### config.mk
export PLATFORM = sky130hd
export DESIGN_NAME = tx_packet_header_builder
export DESIGN_NICKNAME = d
export VERILOG_FILES = /design/src/design/tx_hdr_pkg.sv /design/src/design/hdr_mem_if.sv /design/src/design/hdr_mem.sv /design/src/design/tx_packet_header_builder.sv
export SDC_FILE = /design/constraint.sdc
export NUM_CORES = 2
export LEC_CHECK = 0
export CORE_ASPECT_RATIO = 1.4
export CORE_UTILIZATION = 63
export DETAILED_ROUTE_END_ITERATION = 8
export DONT_BUFFER_PORTS = 1
export PLACE_DENSITY = 0.79
export SYNTH_ARGS = -nofsm -noshare
export SYNTH_HDL_FRONTEND = slang
export SYNTH_SLANG_ARGS = --single-unit
### constraint.sdc
create_clock -name core_clk_i -period 13.8 [get_ports core_clk_i]
set_input_delay 0 -clock core_clk_i [delete_from_list [all_inputs] [get_ports core_clk_i]]
set_output_delay 0 -clock core_clk_i [all_outputs]
set_load 0.01 [all_outputs]
### src/design/tx_hdr_pkg.sv
/*
  Shared constants and types of the transmit header builder: register
  offsets, field positions, reset values and the sequencer states.
  Assumes a 32-bit AXI4-Lite register window with byte addresses.
*/
`default_nettype none
package tx_hdr_pkg;
  // register byte offsets
  localparam logic [11:0] OFS_CTRL = 12'h000;
  localparam logic [11:0] OFS_IDPTR = 12'h004;
  localparam logic [11:0] OFS_LENS = 12'h008;
  localparam logic [11:0] OFS_MINLEN = 12'h00c;
  localparam logic [11:0] OFS_POS = 12'h010;
  localparam logic [11:0] OFS_STATUS = 12'h014;
  localparam logic [11:0] OFS_LASTID = 12'h018;
  localparam logic [11:0] OFS_HDRMEM = 12'h100;
  // configuration word indices (offset / 4)
  localparam int NUM_CFG = 5;
  localparam int IDX_CTRL = 0;
  localparam int IDX_IDPTR = 1;
  localparam int IDX_LENS = 2;
  localparam int IDX_MINLEN = 3;
  localparam int IDX_POS = 4;
  // field positions
  localparam int CTRL_IPV6_BIT = 0;
  localparam int CTRL_IDEN_BIT = 1;
  localparam int CTRL_LENP_BIT = 2;
  localparam int CTRL_DEST_LSB = 4;
  localparam int CTRL_PTYPE_LSB = 12;
  localparam int LENS_UDP_LSB = 0;
  localparam int LENS_HLEN_LSB = 8;
  localparam int LENS_LHL_LSB = 16;
  localparam int MIN_LEN_LSB = 0;
  localparam int MIN_ADJ_LSB = 16;
  localparam int POS_LPOS_LSB = 0;
  localparam int POS_ID6_LSB = 8;
  // writable bits and reset values of the configuration words
  localparam logic [31:0] CFG_WMASK [NUM_CFG] = '{
    32'h0000_fff7, 32'h0000_fffc, 32'h00ff_7f3f, 32'hffff_0fff,
    32'h0000_3fff};
  localparam logic [31:0] CFG_RST = 32'h0000_0000;
  // packet shaping constants
  localparam logic [11:0] PAD_BIAS = 12'h030;
  localparam logic [8:0] V4_ID_BACK = 9'h010;
  localparam logic [7:0] DEST_ALLOWED = 8'h55;
  localparam logic [7:0] DEST_PKTID = 8'h01;
  localparam logic [3:0] PTYPE_MAX = 4'h7;
  // bus responses
  localparam logic [1:0] RESP_OKAY = 2'b00;
  localparam logic [1:0] RESP_SLVERR = 2'b10;

  typedef enum logic [2:0] {
    ST_IDLE = 3'b000,
    ST_IDWAIT = 3'b001,
    ST_HWAIT = 3'b010,
    ST_HDR = 3'b011,
    ST_PAY = 3'b100,
    ST_PAD = 3'b101,
    ST_DROP = 3'b110
  } state_t;
endpackage
`default_nettype wire

### src/design/hdr_mem_if.sv
/*
  Port bundle between the header builder and its header word memory.
  Assumes one write port and one registered read port on one clock.
*/
`timescale 1ns/1ps
`default_nettype none
interface hdr_mem_if #(parameter int W = 32, parameter int AW = 6);
  logic we;
  logic [AW-1:0] waddr;
  logic [W-1:0] wdata;
  logic [AW-1:0] raddr;
  logic [W-1:0] rdata;
  modport mem (input we, input waddr, input wdata, input raddr,
               output rdata);
  modport user (output we, output waddr, output wdata, output raddr,
                input rdata);
endinterface
`default_nettype wire

### src/design/hdr_mem.sv
/*
  Header word memory: one write port, one read port whose data come
  from a register one cycle after the address.
  Assumes a single clock; contents are undefined until written.
*/
`timescale 1ns/1ps
`default_nettype none
module hdr_mem #(
  parameter int W = 32,
  parameter int DEPTH = 64
) (
  input wire logic clk_i,
  hdr_mem_if.mem port
);
  logic [W-1:0] mem_r [DEPTH];

  always_ff @(posedge clk_i) begin
    if (port.we) begin
      mem_r[port.waddr] <= port.wdata;
    end
    port.rdata <= mem_r[port.raddr];
  end
endmodule // hdr_mem
`default_nettype wire

### src/design/tx_packet_header_builder.sv
/*
  Transmit header builder: emits a connection's header bytes with an
  inserted identification and 802.3 length, passes the payload, pads to
  a minimum length and tags the packet with its destinations.
  Assumes synchronous inputs on core_clk_i, a synchronous external
  memory bank A for the identification counters, and an AXI4-Lite master.
*/
// Functional notes
// - identification written only while insert enable set
// - counter read from aligned dword, low 64K bank A
// - counter incremented and written back to same place
// - IPv4 gets low 16 counter bits only
// - insert disabled means no counter access
// - destination mask is multicast; zero deletes packet
// - bits 6, 4, 2 select link A, B, CPU
// - packet identifier destination excludes all others
// - packet type passed only to packet identifier
// - UDP header located by dword index
// - header length counts dwords of header words
// - zero pad to minimum minus 48; zero disables
// - link header length is emitted header bytes
// - length field present flag enables length fill
// - length is payload plus header minus adjust
// - length written at byte position from word zero
// - IPv6 identification written into selected dword
`timescale 1ns/1ps
`default_nettype none
module tx_packet_header_builder import tx_hdr_pkg::*; #(
  parameter int AW = 12,
  parameter int HDR_DEPTH = 64
) (
  // clock and reset
  input wire logic core_clk_i,
  input wire logic resetn_i,
  // AXI4-Lite register slave
  input wire logic [AW-1:0] awaddr_i,
  input wire logic awvalid_i,
  output logic awready_o,
  input wire logic [31:0] wdata_i,
  input wire logic [3:0] wstrb_i,
  input wire logic wvalid_i,
  output logic wready_o,
  output logic [1:0] bresp_o,
  output logic bvalid_o,
  input wire logic bready_i,
  input wire logic [AW-1:0] araddr_i,
  input wire logic arvalid_i,
  output logic arready_o,
  output logic [31:0] rdata_o,
  output logic [1:0] rresp_o,
  output logic rvalid_o,
  input wire logic rready_i,
  // packet start from the assembly scheduler
  input wire logic start_valid_i,
  input wire logic [10:0] start_len_i,
  output logic start_ready_o,
  // payload bytes
  input wire logic pay_valid_i,
  input wire logic [7:0] pay_data_i,
  output logic pay_ready_o,
  // finished packet bytes
  output logic out_valid_o,
  output logic [7:0] out_data_o,
  output logic out_last_o,
  input wire logic out_ready_i,
  output logic [7:0] out_dest_o,
  output logic [3:0] out_ptype_o,
  output logic out_ptype_vld_o,
  // external memory bank A, identification counters
  output logic mem_req_o,
  output logic mem_we_o,
  output logic [15:0] mem_addr_o,
  output logic [31:0] mem_wdata_o,
  input wire logic [31:0] mem_rdata_i,
  input wire logic mem_rvalid_i
);
  localparam int HW = $clog2(HDR_DEPTH);

  function automatic logic [31:0] apply_strb(input logic [31:0] old,
      input logic [31:0] nw, input logic [3:0] strb);
    logic [31:0] res;
    res = old;
    for (int b = 0; b < 4; b++) begin
      if (strb[b]) begin
        res[8*b +: 8] = nw[8*b +: 8];
      end
    end
    return res;
  endfunction

  // header bytes leave most significant byte of a dword first
  function automatic logic [7:0] byte_of(input logic [31:0] w,
      input logic [1:0] sel);
    return w[8*(3-sel) +: 8];
  endfunction

  logic [1:0] rst_sync_r;
  logic rst_n;
  always_ff @(posedge core_clk_i or negedge resetn_i) begin
    if (!resetn_i) begin
      rst_sync_r <= 2'b00;
    end else begin
      rst_sync_r <= {rst_sync_r[0], 1'b1};
    end
  end
  assign rst_n = rst_sync_r[1];

  hdr_mem_if #(.W(32), .AW(HW)) hm ();
  hdr_mem #(.W(32), .DEPTH(HDR_DEPTH)) u_hdr_mem (
    .clk_i(core_clk_i),
    .port(hm.mem)
  );

  // register slave
  logic [31:0] cfg_r [NUM_CFG];
  logic aw_got_r, w_got_r, awready_r, wready_r, bvalid_r, arready_r;
  logic rvalid_r;
  logic [AW-1:0] aw_addr_r;
  logic [31:0] w_data_r, rdata_r;
  logic [3:0] w_strb_r;
  logic [1:0] bresp_r, rresp_r;
  logic [15:0] sent_cnt_r, drop_cnt_r;
  logic [31:0] id_r;
  state_t state_r, state_nxt;

  logic aw_take, w_take, do_wr, ar_take, aw_got_nxt, w_got_nxt;
  logic [2:0] wr_idx, rd_idx;
  logic wr_cfg, wr_hdr, wr_ro, rd_cfg, rd_hdr, rd_stat, rd_lastid;
  logic [31:0] rd_word, status_word;
  assign aw_take = awvalid_i & awready_r;
  assign w_take = wvalid_i & wready_r;
  assign do_wr = aw_got_r & w_got_r & ~bvalid_r;
  assign aw_got_nxt = (aw_got_r | aw_take) & ~do_wr;
  assign w_got_nxt = (w_got_r | w_take) & ~do_wr;
  assign wr_idx = aw_addr_r[4:2];
  assign wr_cfg = (aw_addr_r[AW-1:5] == '0) && (wr_idx < 3'(NUM_CFG))
      && (aw_addr_r[1:0] == 2'b00);
  assign wr_ro = (aw_addr_r == AW'(OFS_STATUS)) ||
      (aw_addr_r == AW'(OFS_LASTID));
  assign wr_hdr = (aw_addr_r[AW-1:8] == (AW-8)'(OFS_HDRMEM[11:8])) &&
      (aw_addr_r[1:0] == 2'b00);
  // partial strobes cannot be merged into the memory, so they are dropped
  assign hm.we = do_wr & wr_hdr & (w_strb_r == 4'hf);
  assign hm.waddr = aw_addr_r[HW+1:2];
  assign hm.wdata = w_data_r;

  assign ar_take = arvalid_i & arready_r;
  assign rd_idx = araddr_i[4:2];
  assign rd_cfg = (araddr_i[AW-1:5] == '0) && (rd_idx < 3'(NUM_CFG))
      && (araddr_i[1:0] == 2'b00);
  assign rd_stat = araddr_i == AW'(OFS_STATUS);
  assign rd_lastid = araddr_i == AW'(OFS_LASTID);
  assign rd_hdr = (araddr_i[AW-1:8] == (AW-8)'(OFS_HDRMEM[11:8])) &&
      (araddr_i[1:0] == 2'b00);
  assign status_word = {sent_cnt_r, drop_cnt_r[14:0],
      state_r != ST_IDLE};
  assign rd_word = rd_cfg ? cfg_r[rd_idx] : rd_stat ? status_word :
      rd_lastid ? id_r : 32'h0000_0000;

  always_ff @(posedge core_clk_i or negedge rst_n) begin
    if (!rst_n) begin
      aw_got_r <= 1'b0;
      w_got_r <= 1'b0;
      awready_r <= 1'b0;
      wready_r <= 1'b0;
      bvalid_r <= 1'b0;
      bresp_r <= RESP_OKAY;
      aw_addr_r <= '0;
      w_data_r <= 32'h0000_0000;
      w_strb_r <= 4'h0;
    end else begin
      aw_got_r <= aw_got_nxt;
      w_got_r <= w_got_nxt;
      awready_r <= ~aw_got_nxt;
      wready_r <= ~w_got_nxt;
      if (aw_take) begin
        aw_addr_r <= awaddr_i;
      end
      if (w_take) begin
        w_data_r <= wdata_i;
        w_strb_r <= wstrb_i;
      end
      if (do_wr) begin
        bvalid_r <= 1'b1;
        bresp_r <= (wr_cfg | wr_hdr | wr_ro) ? RESP_OKAY : RESP_SLVERR;
      end else if (bready_i) begin
        bvalid_r <= 1'b0;
      end
    end
  end

  always_ff @(posedge core_clk_i or negedge rst_n) begin
    if (!rst_n) begin
      arready_r <= 1'b0;
      rvalid_r <= 1'b0;
      rdata_r <= 32'h0000_0000;
      rresp_r <= RESP_OKAY;
    end else begin
      arready_r <= ~(ar_take | (rvalid_r & ~rready_i));
      if (ar_take) begin
        rvalid_r <= 1'b1;
        rdata_r <= rd_word;
        rresp_r <= (rd_cfg | rd_stat | rd_lastid | rd_hdr) ?
            RESP_OKAY : RESP_SLVERR;
      end else if (rready_i) begin
        rvalid_r <= 1'b0;
      end
    end
  end

  for (genvar i = 0; i < NUM_CFG; i++) begin : g_cfg
    always_ff @(posedge core_clk_i or negedge rst_n) begin
      if (!rst_n) begin
        cfg_r[i] <= CFG_RST;
      end else if (do_wr && wr_cfg && (wr_idx == 3'(i))) begin
        cfg_r[i] <= apply_strb(cfg_r[i], w_data_r, w_strb_r) &
            CFG_WMASK[i];
      end
    end
  end

  // connection descriptor fields
  logic ipv6, iden, lenp;
  logic [7:0] mask, lhl, len_pos;
  logic [3:0] ptype;
  logic [15:0] id_ptr, adjust;
  logic [5:0] udp_start, id6_pos;
  logic [6:0] hdr_len;
  logic [11:0] min_len;
  assign ipv6 = cfg_r[IDX_CTRL][CTRL_IPV6_BIT];
  assign iden = cfg_r[IDX_CTRL][CTRL_IDEN_BIT];
  assign lenp = cfg_r[IDX_CTRL][CTRL_LENP_BIT];
  assign mask = cfg_r[IDX_CTRL][CTRL_DEST_LSB +: 8];
  assign ptype = cfg_r[IDX_CTRL][CTRL_PTYPE_LSB +: 4];
  assign id_ptr = cfg_r[IDX_IDPTR][15:0];
  assign udp_start = cfg_r[IDX_LENS][LENS_UDP_LSB +: 6];
  assign hdr_len = cfg_r[IDX_LENS][LENS_HLEN_LSB +: 7];
  assign lhl = cfg_r[IDX_LENS][LENS_LHL_LSB +: 8];
  assign min_len = cfg_r[IDX_MINLEN][MIN_LEN_LSB +: 12];
  assign adjust = cfg_r[IDX_MINLEN][MIN_ADJ_LSB +: 16];
  assign len_pos = cfg_r[IDX_POS][POS_LPOS_LSB +: 8];
  assign id6_pos = cfg_r[IDX_POS][POS_ID6_LSB +: 6];

  // sequencer
  logic start_ready_r, pay_ready_r, out_valid_r, out_last_r;
  logic mem_req_r, mem_we_r, ptype_vld_r;
  logic [7:0] out_data_r, dest_r;
  logic [3:0] ptype_r;
  logic [15:0] mem_addr_r, len_val_r;
  logic [31:0] mem_wdata_r;
  logic [8:0] hb_idx_r;
  logic [10:0] pay_cnt_r;
  logic [11:0] pad_cnt_r;

  logic start_take, pay_take, out_free, drop, ld_hdr, ld_pay, ld_pad;
  logic ld_any, hb_last, tail_empty, out_valid_nxt, ptype_ok;
  logic hit_len_hi, hit_len_lo, hit_v4_hi, hit_v4_lo, hit_v6;
  logic [7:0] dest_eff, raw_byte, hdr_byte, out_data_nxt;
  logic [8:0] hb_end, hb_start, v4_pos, hb_idx_nxt;
  logic [11:0] tot_len, pad_lim, pad_need, pad_cnt_nxt;
  logic [10:0] pay_cnt_nxt;
  logic out_last_nxt;
  state_t after_hdr;

  assign start_take = start_valid_i & start_ready_r;
  assign pay_take = pay_valid_i & pay_ready_r;
  assign out_free = ~out_valid_r | out_ready_i;
  // identifier destination wins alone; reserved bits never deliver
  assign dest_eff = mask[0] ? DEST_PKTID :
      (mask & DEST_ALLOWED);
  assign drop = dest_eff == 8'h00;
  assign ptype_ok = mask[0] && (ptype <= PTYPE_MAX);
  assign hb_end = {hdr_len, 2'b00};
  assign hb_start = hb_end - {1'b0, lhl};
  assign tot_len = 12'(lhl) + 12'(start_len_i);
  assign pad_lim = min_len - PAD_BIAS;
  assign pad_need = (min_len > PAD_BIAS && pad_lim > tot_len) ?
      pad_lim - tot_len : 12'h000;
  assign v4_pos = {1'b0, udp_start, 2'b00} - V4_ID_BACK;

  assign hm.raddr = hb_idx_r[HW+1:2];
  assign raw_byte = byte_of(hm.rdata, hb_idx_r[1:0]);
  assign hit_len_hi = lenp && (hb_idx_r == {1'b0, len_pos});
  assign hit_len_lo = lenp && (hb_idx_r == {1'b0, len_pos} + 9'h001);
  assign hit_v4_hi = iden && !ipv6 && (hb_idx_r == v4_pos);
  assign hit_v4_lo = iden && !ipv6 && (hb_idx_r == v4_pos + 9'h001);
  assign hit_v6 = iden && ipv6 &&
      (hb_idx_r[8:2] == {1'b0, id6_pos});
  assign hdr_byte = hit_len_hi ? len_val_r[15:8] :
      hit_len_lo ? len_val_r[7:0] : hit_v4_hi ? id_r[15:8] :
      hit_v4_lo ? id_r[7:0] : hit_v6 ? byte_of(id_r, hb_idx_r[1:0]) :
      raw_byte;

  assign hb_last = (hb_idx_r + 9'h001) == hb_end;
  assign tail_empty = (pay_cnt_r == 11'h000) && (pad_cnt_r == 12'h000);
  assign after_hdr = (pay_cnt_r != 11'h000) ? ST_PAY :
      (pad_cnt_r != 12'h000) ? ST_PAD : ST_IDLE;
  assign ld_hdr = (state_r == ST_HDR) && out_free;
  assign ld_pay = (state_r == ST_PAY) && pay_take;
  assign ld_pad = (state_r == ST_PAD) && out_free;
  assign ld_any = ld_hdr | ld_pay | ld_pad;
  assign out_data_nxt = ld_hdr ? hdr_byte :
      ld_pay ? pay_data_i : 8'h00;
  assign out_last_nxt = ld_hdr ? (hb_last & tail_empty) :
      ld_pay ? (pay_cnt_r == 11'h001 && pad_cnt_r == 12'h000) :
      (pad_cnt_r == 12'h001);
  assign out_valid_nxt = ld_any | (out_valid_r & ~out_ready_i);
  assign hb_idx_nxt = start_take ? hb_start :
      ld_hdr ? hb_idx_r + 9'h001 : hb_idx_r;
  assign pay_cnt_nxt = start_take ? start_len_i :
      pay_take ? pay_cnt_r - 11'h001 : pay_cnt_r;
  assign pad_cnt_nxt = start_take ? pad_need :
      ld_pad ? pad_cnt_r - 12'h001 : pad_cnt_r;

  always_comb begin
    state_nxt = state_r;
    case (state_r)
      ST_IDLE: begin
        if (start_take) begin
          state_nxt = drop ? ST_DROP : iden ? ST_IDWAIT : ST_HWAIT;
        end
      end
      ST_IDWAIT: begin
        if (mem_rvalid_i) begin
          state_nxt = ST_HWAIT;
        end
      end
      ST_HWAIT: begin
        state_nxt = (hb_idx_r == hb_end) ? after_hdr : ST_HDR;
      end
      ST_HDR: begin
        if (ld_hdr) begin
          state_nxt = hb_last ? after_hdr :
              (hb_idx_r[1:0] == 2'b11) ? ST_HWAIT : ST_HDR;
        end
      end
      ST_PAY: begin
        if (pay_take && pay_cnt_r == 11'h001) begin
          state_nxt = (pad_cnt_r != 12'h000) ? ST_PAD : ST_IDLE;
        end
      end
      ST_PAD: begin
        if (ld_pad && pad_cnt_r == 12'h001) begin
          state_nxt = ST_IDLE;
        end
      end
      ST_DROP: begin
        if (pay_cnt_r == 11'h000) begin
          state_nxt = ST_IDLE;
        end
      end
      default: state_nxt = ST_IDLE;
    endcase
  end

  always_ff @(posedge core_clk_i or negedge rst_n) begin
    if (!rst_n) begin
      state_r <= ST_IDLE;
      hb_idx_r <= 9'h000;
      pay_cnt_r <= 11'h000;
      pad_cnt_r <= 12'h000;
      start_ready_r <= 1'b0;
      pay_ready_r <= 1'b0;
      out_valid_r <= 1'b0;
    end else begin
      state_r <= state_nxt;
      hb_idx_r <= hb_idx_nxt;
      pay_cnt_r <= pay_cnt_nxt;
      pad_cnt_r <= pad_cnt_nxt;
      start_ready_r <= (state_nxt == ST_IDLE) && !start_take;
      // half rate on payload keeps ready a flop without a skid buffer
      pay_ready_r <= (pay_cnt_nxt != 11'h000) &&
          (((state_nxt == ST_PAY) && !out_valid_nxt) ||
           (state_nxt == ST_DROP));
      out_valid_r <= out_valid_nxt;
    end
  end

  always_ff @(posedge core_clk_i or negedge rst_n) begin
    if (!rst_n) begin
      out_data_r <= 8'h00;
      out_last_r <= 1'b0;
      dest_r <= 8'h00;
      ptype_r <= 4'h0;
      ptype_vld_r <= 1'b0;
      len_val_r <= 16'h0000;
      sent_cnt_r <= 16'h0000;
      drop_cnt_r <= 16'h0000;
    end else begin
      if (ld_any) begin
        out_data_r <= out_data_nxt;
        out_last_r <= out_last_nxt;
      end
      if (start_take) begin
        dest_r <= dest_eff;
        ptype_r <= ptype_ok ? ptype : 4'h0;
        ptype_vld_r <= ptype_ok;
        len_val_r <= 16'(tot_len) - adjust;
        sent_cnt_r <= sent_cnt_r + {15'h0000, !drop};
        drop_cnt_r <= drop_cnt_r + {15'h0000, drop};
      end
    end
  end

  // counter read on start, increment written back on return
  always_ff @(posedge core_clk_i or negedge rst_n) begin
    if (!rst_n) begin
      mem_req_r <= 1'b0;
      mem_we_r <= 1'b0;
      mem_addr_r <= 16'h0000;
      mem_wdata_r <= 32'h0000_0000;
      id_r <= 32'h0000_0000;
    end else begin
      mem_req_r <= 1'b0;
      if (start_take && !drop && iden) begin
        mem_req_r <= 1'b1;
        mem_we_r <= 1'b0;
        mem_addr_r <= {id_ptr[15:2], 2'b00};
      end else if (state_r == ST_IDWAIT && mem_rvalid_i) begin
        id_r <= mem_rdata_i;
        mem_req_r <= 1'b1;
        mem_we_r <= 1'b1;
        mem_wdata_r <= mem_rdata_i + 32'h0000_0001;
      end
    end
  end

  assign awready_o = awready_r;
  assign wready_o = wready_r;
  assign bvalid_o = bvalid_r;
  assign bresp_o = bresp_r;
  assign arready_o = arready_r;
  assign rvalid_o = rvalid_r;
  assign rdata_o = rdata_r;
  assign rresp_o = rresp_r;
  assign start_ready_o = start_ready_r;
  assign pay_ready_o = pay_ready_r;
  assign out_valid_o = out_valid_r;
  assign out_data_o = out_data_r;
  assign out_last_o = out_last_r;
  assign out_dest_o = dest_r;
  assign out_ptype_o = ptype_r;
  assign out_ptype_vld_o = ptype_vld_r;
  assign mem_req_o = mem_req_r;
  assign mem_we_o = mem_we_r;
  assign mem_addr_o = mem_addr_r;
  assign mem_wdata_o = mem_wdata_r;
endmodule // tx_packet_header_builder
`default_nettype wire

==> results list <==
- CTS built an H-tree with a depth of 4.
- Remaining Overflow, GRT: 0
* Clock sink count: 2446
* Initial antenna violation count: 18
- 1st-iter DRT viols: 8132
* Leading cell types by total area after synthesis: edfxtp_1 (63%), mux4_2 (16%), dfrtp_1 (9.3%)
* Total global-route track usage: 40.33%
* Critical Path, Cell by Cell: buf_4, buf_4, buf_4, mux4_2, mux4_2, mux4_2
- The first global-routing pass estimated 431600 um of wire.
- VDD sags by at most 0.1659 mV.
- Measured along the x axis, the die boundary spans 335.5 um.
- Of the total synthesized cell area, the portion taken by full adders, half adders and majority gates is 0.7626%.
* WL/cell: 41.33 um
* Floorplan core area: 154900 um2
- The largest single stage delay on the critical path is 1020 ps.
- The routed design uses 37610 um of met3 wire.
* Netlist Area Pre-Place: 98110 um2
* Dominant cell type by area after synthesis: edfxtp_1
* Area share of the largest cell type after synthesis: 62.68%
* DR WL met2: 150100 um
* Worst skew pair latency: 920 ps
* Net count, final: 5460
- Power spread over the standard cell area amounts to 186.6 nW/um2.
- Violated checks: design-rule violations, max-capacitance violations, max-slew violations
- Via count of the first global-routing pass: 56.46k
- The initial utilization of the core area, before any placement, comes to 63.34%.
* Async set-or-reset flop fraction in the synthesized netlist: 14.96%
- The final route contains 56.32k vias.
- Post-placement setup slack: 8044 ps
- Part of the Yosys area used for sequential elements: 72.67%
- After legalization and detailed placement, the total HPWL measured 155900 um.
- Setup repair after global routing left no endpoint under its margin.
- Number of max-cap violations: 1
- Crit path max-delay cell type: buf_4
- Buffers from clock root to sink, at most: 3
- Number of top-level design ports: 238
- For this run, the number of Yosys warnings is 0.
* Buffer type at the clock tree root: clkbuf_16
* Die Footprint: 157300 um2
- DRC: 2
* Uppermost signal routing layer after detailed routing: met5
- Setup slack closes at 7929 ps.
- Clock tree synthesis inserted a total of 214 buffers.
- Number of endpoints with negative hold slack in the final report: 0
- First-pass iteration count of the detailed router: 8
* Number of storage elements in the synthesis netlist: 2446
* Slew at the pin closest to its max-slew limit: 1593 ps
- STA puts the critical path data required time at 14540 ps.
- Dominant combinational cell family by area after synthesis: multiplexers
- The count of pins over their slew limit came to 2.
- Detailed-route wire length on metal 1: 93680 um
- Static timing analysis puts the maximum clock frequency at 170.3 MHz.
* Fraction of layout cells with a size suffix above 1: 26.28%
- Setup tns final: 0 ps
- Largest net degree at the start of global routing: 173
- EDFF count, synth: 2048
- Number of nets still failing antenna checks after routing: 0
* Area share of and/or/nand/nor cells after synthesis: 3.211%
* Total routed wirelength: 312200 um
- Kind of start point of the critical path: flop
- Fin crit share: 42.55%
- Clock tree from TritonCTS: done
- The synthesized netlist devotes 2.463% of its cell area to compound gates.
- Mean Syn Cell Area: 19.95 um2
- After detailed routing, the number of vias per cell comes to 7.455.
* Routability cong.: 0.9791
* Critical Path End Type: flop
* Placement row count: 171
- Measured against the total synthesized area, the mux share comes to 18.13%.
- After clock tree synthesis, the clock-pin slew on the worst setup and hold paths is 70 ps.
- CP Class: flop to flop
- After clock tree synthesis, the repair step resized 0 gates.
* Number of setup violations in the final report: 0
- In the synthesized netlist the dominant register cell turns out to be edfxtp_1.
- The worst pin sits at a relative slew slack of -6.856%.
* Area growth from synthesis to layout: 13.05%
- For the worst setup path, the data arrival time is 6610 ps.
- Height of the chip: 468.9 um
* Final setup skew: 50.84 ps
* Count of mapped cells out of synthesis: 4917
- Xor and xnor area share after synthesis: 1.401%
- Leakage: 36.12 nW
- Buffers placed on the I/O ports in this run total 0.
- The flow ran to the end, but the final reports show violations.
- Netlist cell types: 83
- Counting I/O delays and the setup requirement, the final critical path takes 5871 ps.
- The path class of the tightest hold or removal check is input pin to flop.
* Crit path max fanout: 55
## cell usage after synthesis (21+ instances only)
| cell type | instances |
|---|---|
| nand2_1 | 225 |
| dfrtp_1 | 366 |
| a221oi_1 | 22 |
| o21ai_0 | 125 |
| xor2_1 | 74 |
| nor2b_1 | 21 |
| dfxtp_1 | 32 |
| clkbuf_1 | 145 |
| nand4_1 | 27 |
| a21oi_1 | 72 |
| mux4_2 | 688 |
| edfxtp_1 | 2048 |
| ha_1 | 55 |
| nor3_1 | 34 |
| nand3_1 | 55 |
| buf_2 | 73 |
| xnor2_1 | 83 |
| mux2_2 | 184 |
| nor2_1 | 194 |
| mux2i_1 | 22 |
| inv_1 | 68 |
## through the flow
step | cells | util, % | area (um2) | total power [mW] | hold slack (ps)
finish | 7554 | 71.61 | 110900 | 20.70 | 8.645
global route | 7547 | 71.59 | 110900 | 21.12 | 8.717
CTS | 7544 | 71.59 | 110900 | 20.45 | 0.2568
detailed placement | 6881 | 65.34 | 101200 | 14.01 | -295.5
global placement | 6881 | 65.34 | 101200 | 13.85 | -295.5
floorplan | 4924 | - | 98140 | 12.49 | -295.6
## metal layers
layer | track usage, % | vias up
met5 | 0.6991 | -
met2 | 64.68 | 5505
met3 | 11.13 | 1527
li1 | - | 20720
met1 | 46.22 | 28550
met4 | 31.11 | 14
## power by group
part | internal, mW | switching (mW) | total, mW
clock | 3.34 | 2.90 | 6.24
sequential | 9.27 | 1.08 | 10.4
combinational | 1.82 | 2.28 | 4.10
## cells in the final DEF, fill, tap and decap left out, types with 11 or more instances in the layout
cell type	count
nor2_4	64
xor2_1	74
dlygate4sd3_1	259
mux4_2	688
dfrtp_2	34
clkinv_2	36
clkinv_1	40
a21o_1	11
inv_1	68
nor2_1	130
a31oi_1	12
buf_4	124
nor3_1	34
a222oi_1	15
o21ai_0	125
nand2b_1	16
mux2i_1	22
nand3b_1	15
nand3_1	55
bufinv_16	23
o21bai_1	13
dfxtp_1	32
dfrtp_1	327
a221oi_1	22
nand2_1	223
edfxtp_1	2048
clkbuf_1	56
nor2b_1	21
a211oi_1	13
mux2_2	184
a21oi_1	72
a22oi_1	12
clkbuf_16	214
and3_1	16
xnor2_1	83
nand4_1	27
ha_1	55
## repair_timing
action | 4_1_cts | 5_1_grt
buffers inserted | 0 | 0
hold buffers | 259 | 0
endpoints found under the hold margin | 235 | 0
## kinds of logic after synthesis
kind of cell,Yosys count
XOR/XNOR,157
adder cells (fa/ha/maj),58
AO/OA/AOI/OAI,373
buffers and inverters,314
multiplexers,894
other,2
flip-flops,2446
AND/OR/NAND/NOR,673
## flip-flops by register name, summed over array words and instances (netlist names), 8 cells and up
| register | cells |
|---|---|
| mem_wdata_o | 32 |
| out_data_o | 8 |
| id_r | 32 |
| u_hdr_mem.mem_r | 2048 |
| hb_idx_r | 9 |
| drop_cnt_r | 15 |
| aw_addr_r | 12 |
| pad_cnt_r | 12 |
| len_val_r | 16 |
| adjust | 16 |
| cfg_r | 76 |
| u_hdr_mem.port.rdata | 32 |
| rdata_o | 32 |
| hm.wdata | 32 |
| mem_addr_o | 14 |
| sent_cnt_r | 16 |
| pay_cnt_r | 11 |
## layout make-up
type | count | area (um2)
timing repair buffer | 386 | 3583
fill | 8376 | 43980
antenna | 10 | 25.02
sequential | 2446 | 71360
inverter | 68 | 255.2
clock inverter | 130 | 1461
tap | 2076 | 2597
multi-input combinational | 2164 | 26020
clock buffer | 274 | 5620
## critical path: cells and delay by family (launching register included)
kind     cells  cell delay (ps)
mux          3             1720
buf+inv      3             2840
flops        1             1000
## final timing paths
path / startpoint / end / slack (ps) / depth (start not counted)
max: hb_idx_r[2] / u_hdr_mem.port.rdata[19] / 7930 / 6
min: mem_rdata_i[26] / mem_wdata_o[26] / 9 / 3
max reg2reg: hb_idx_r[2] / u_hdr_mem.port.rdata[19] / 7930 / 6
min reg2reg: rst_sync_r[1] / mem_wdata_o[18] / 300 / 0
max in group asynchronous: rst_sync_r[1] / hm.wdata[23] / 10470 / 3
min in group asynchronous: rst_sync_r[1] / mem_wdata_o[18] / 300 / 0
Note: power is estimated with default switching activity, not from simulation.
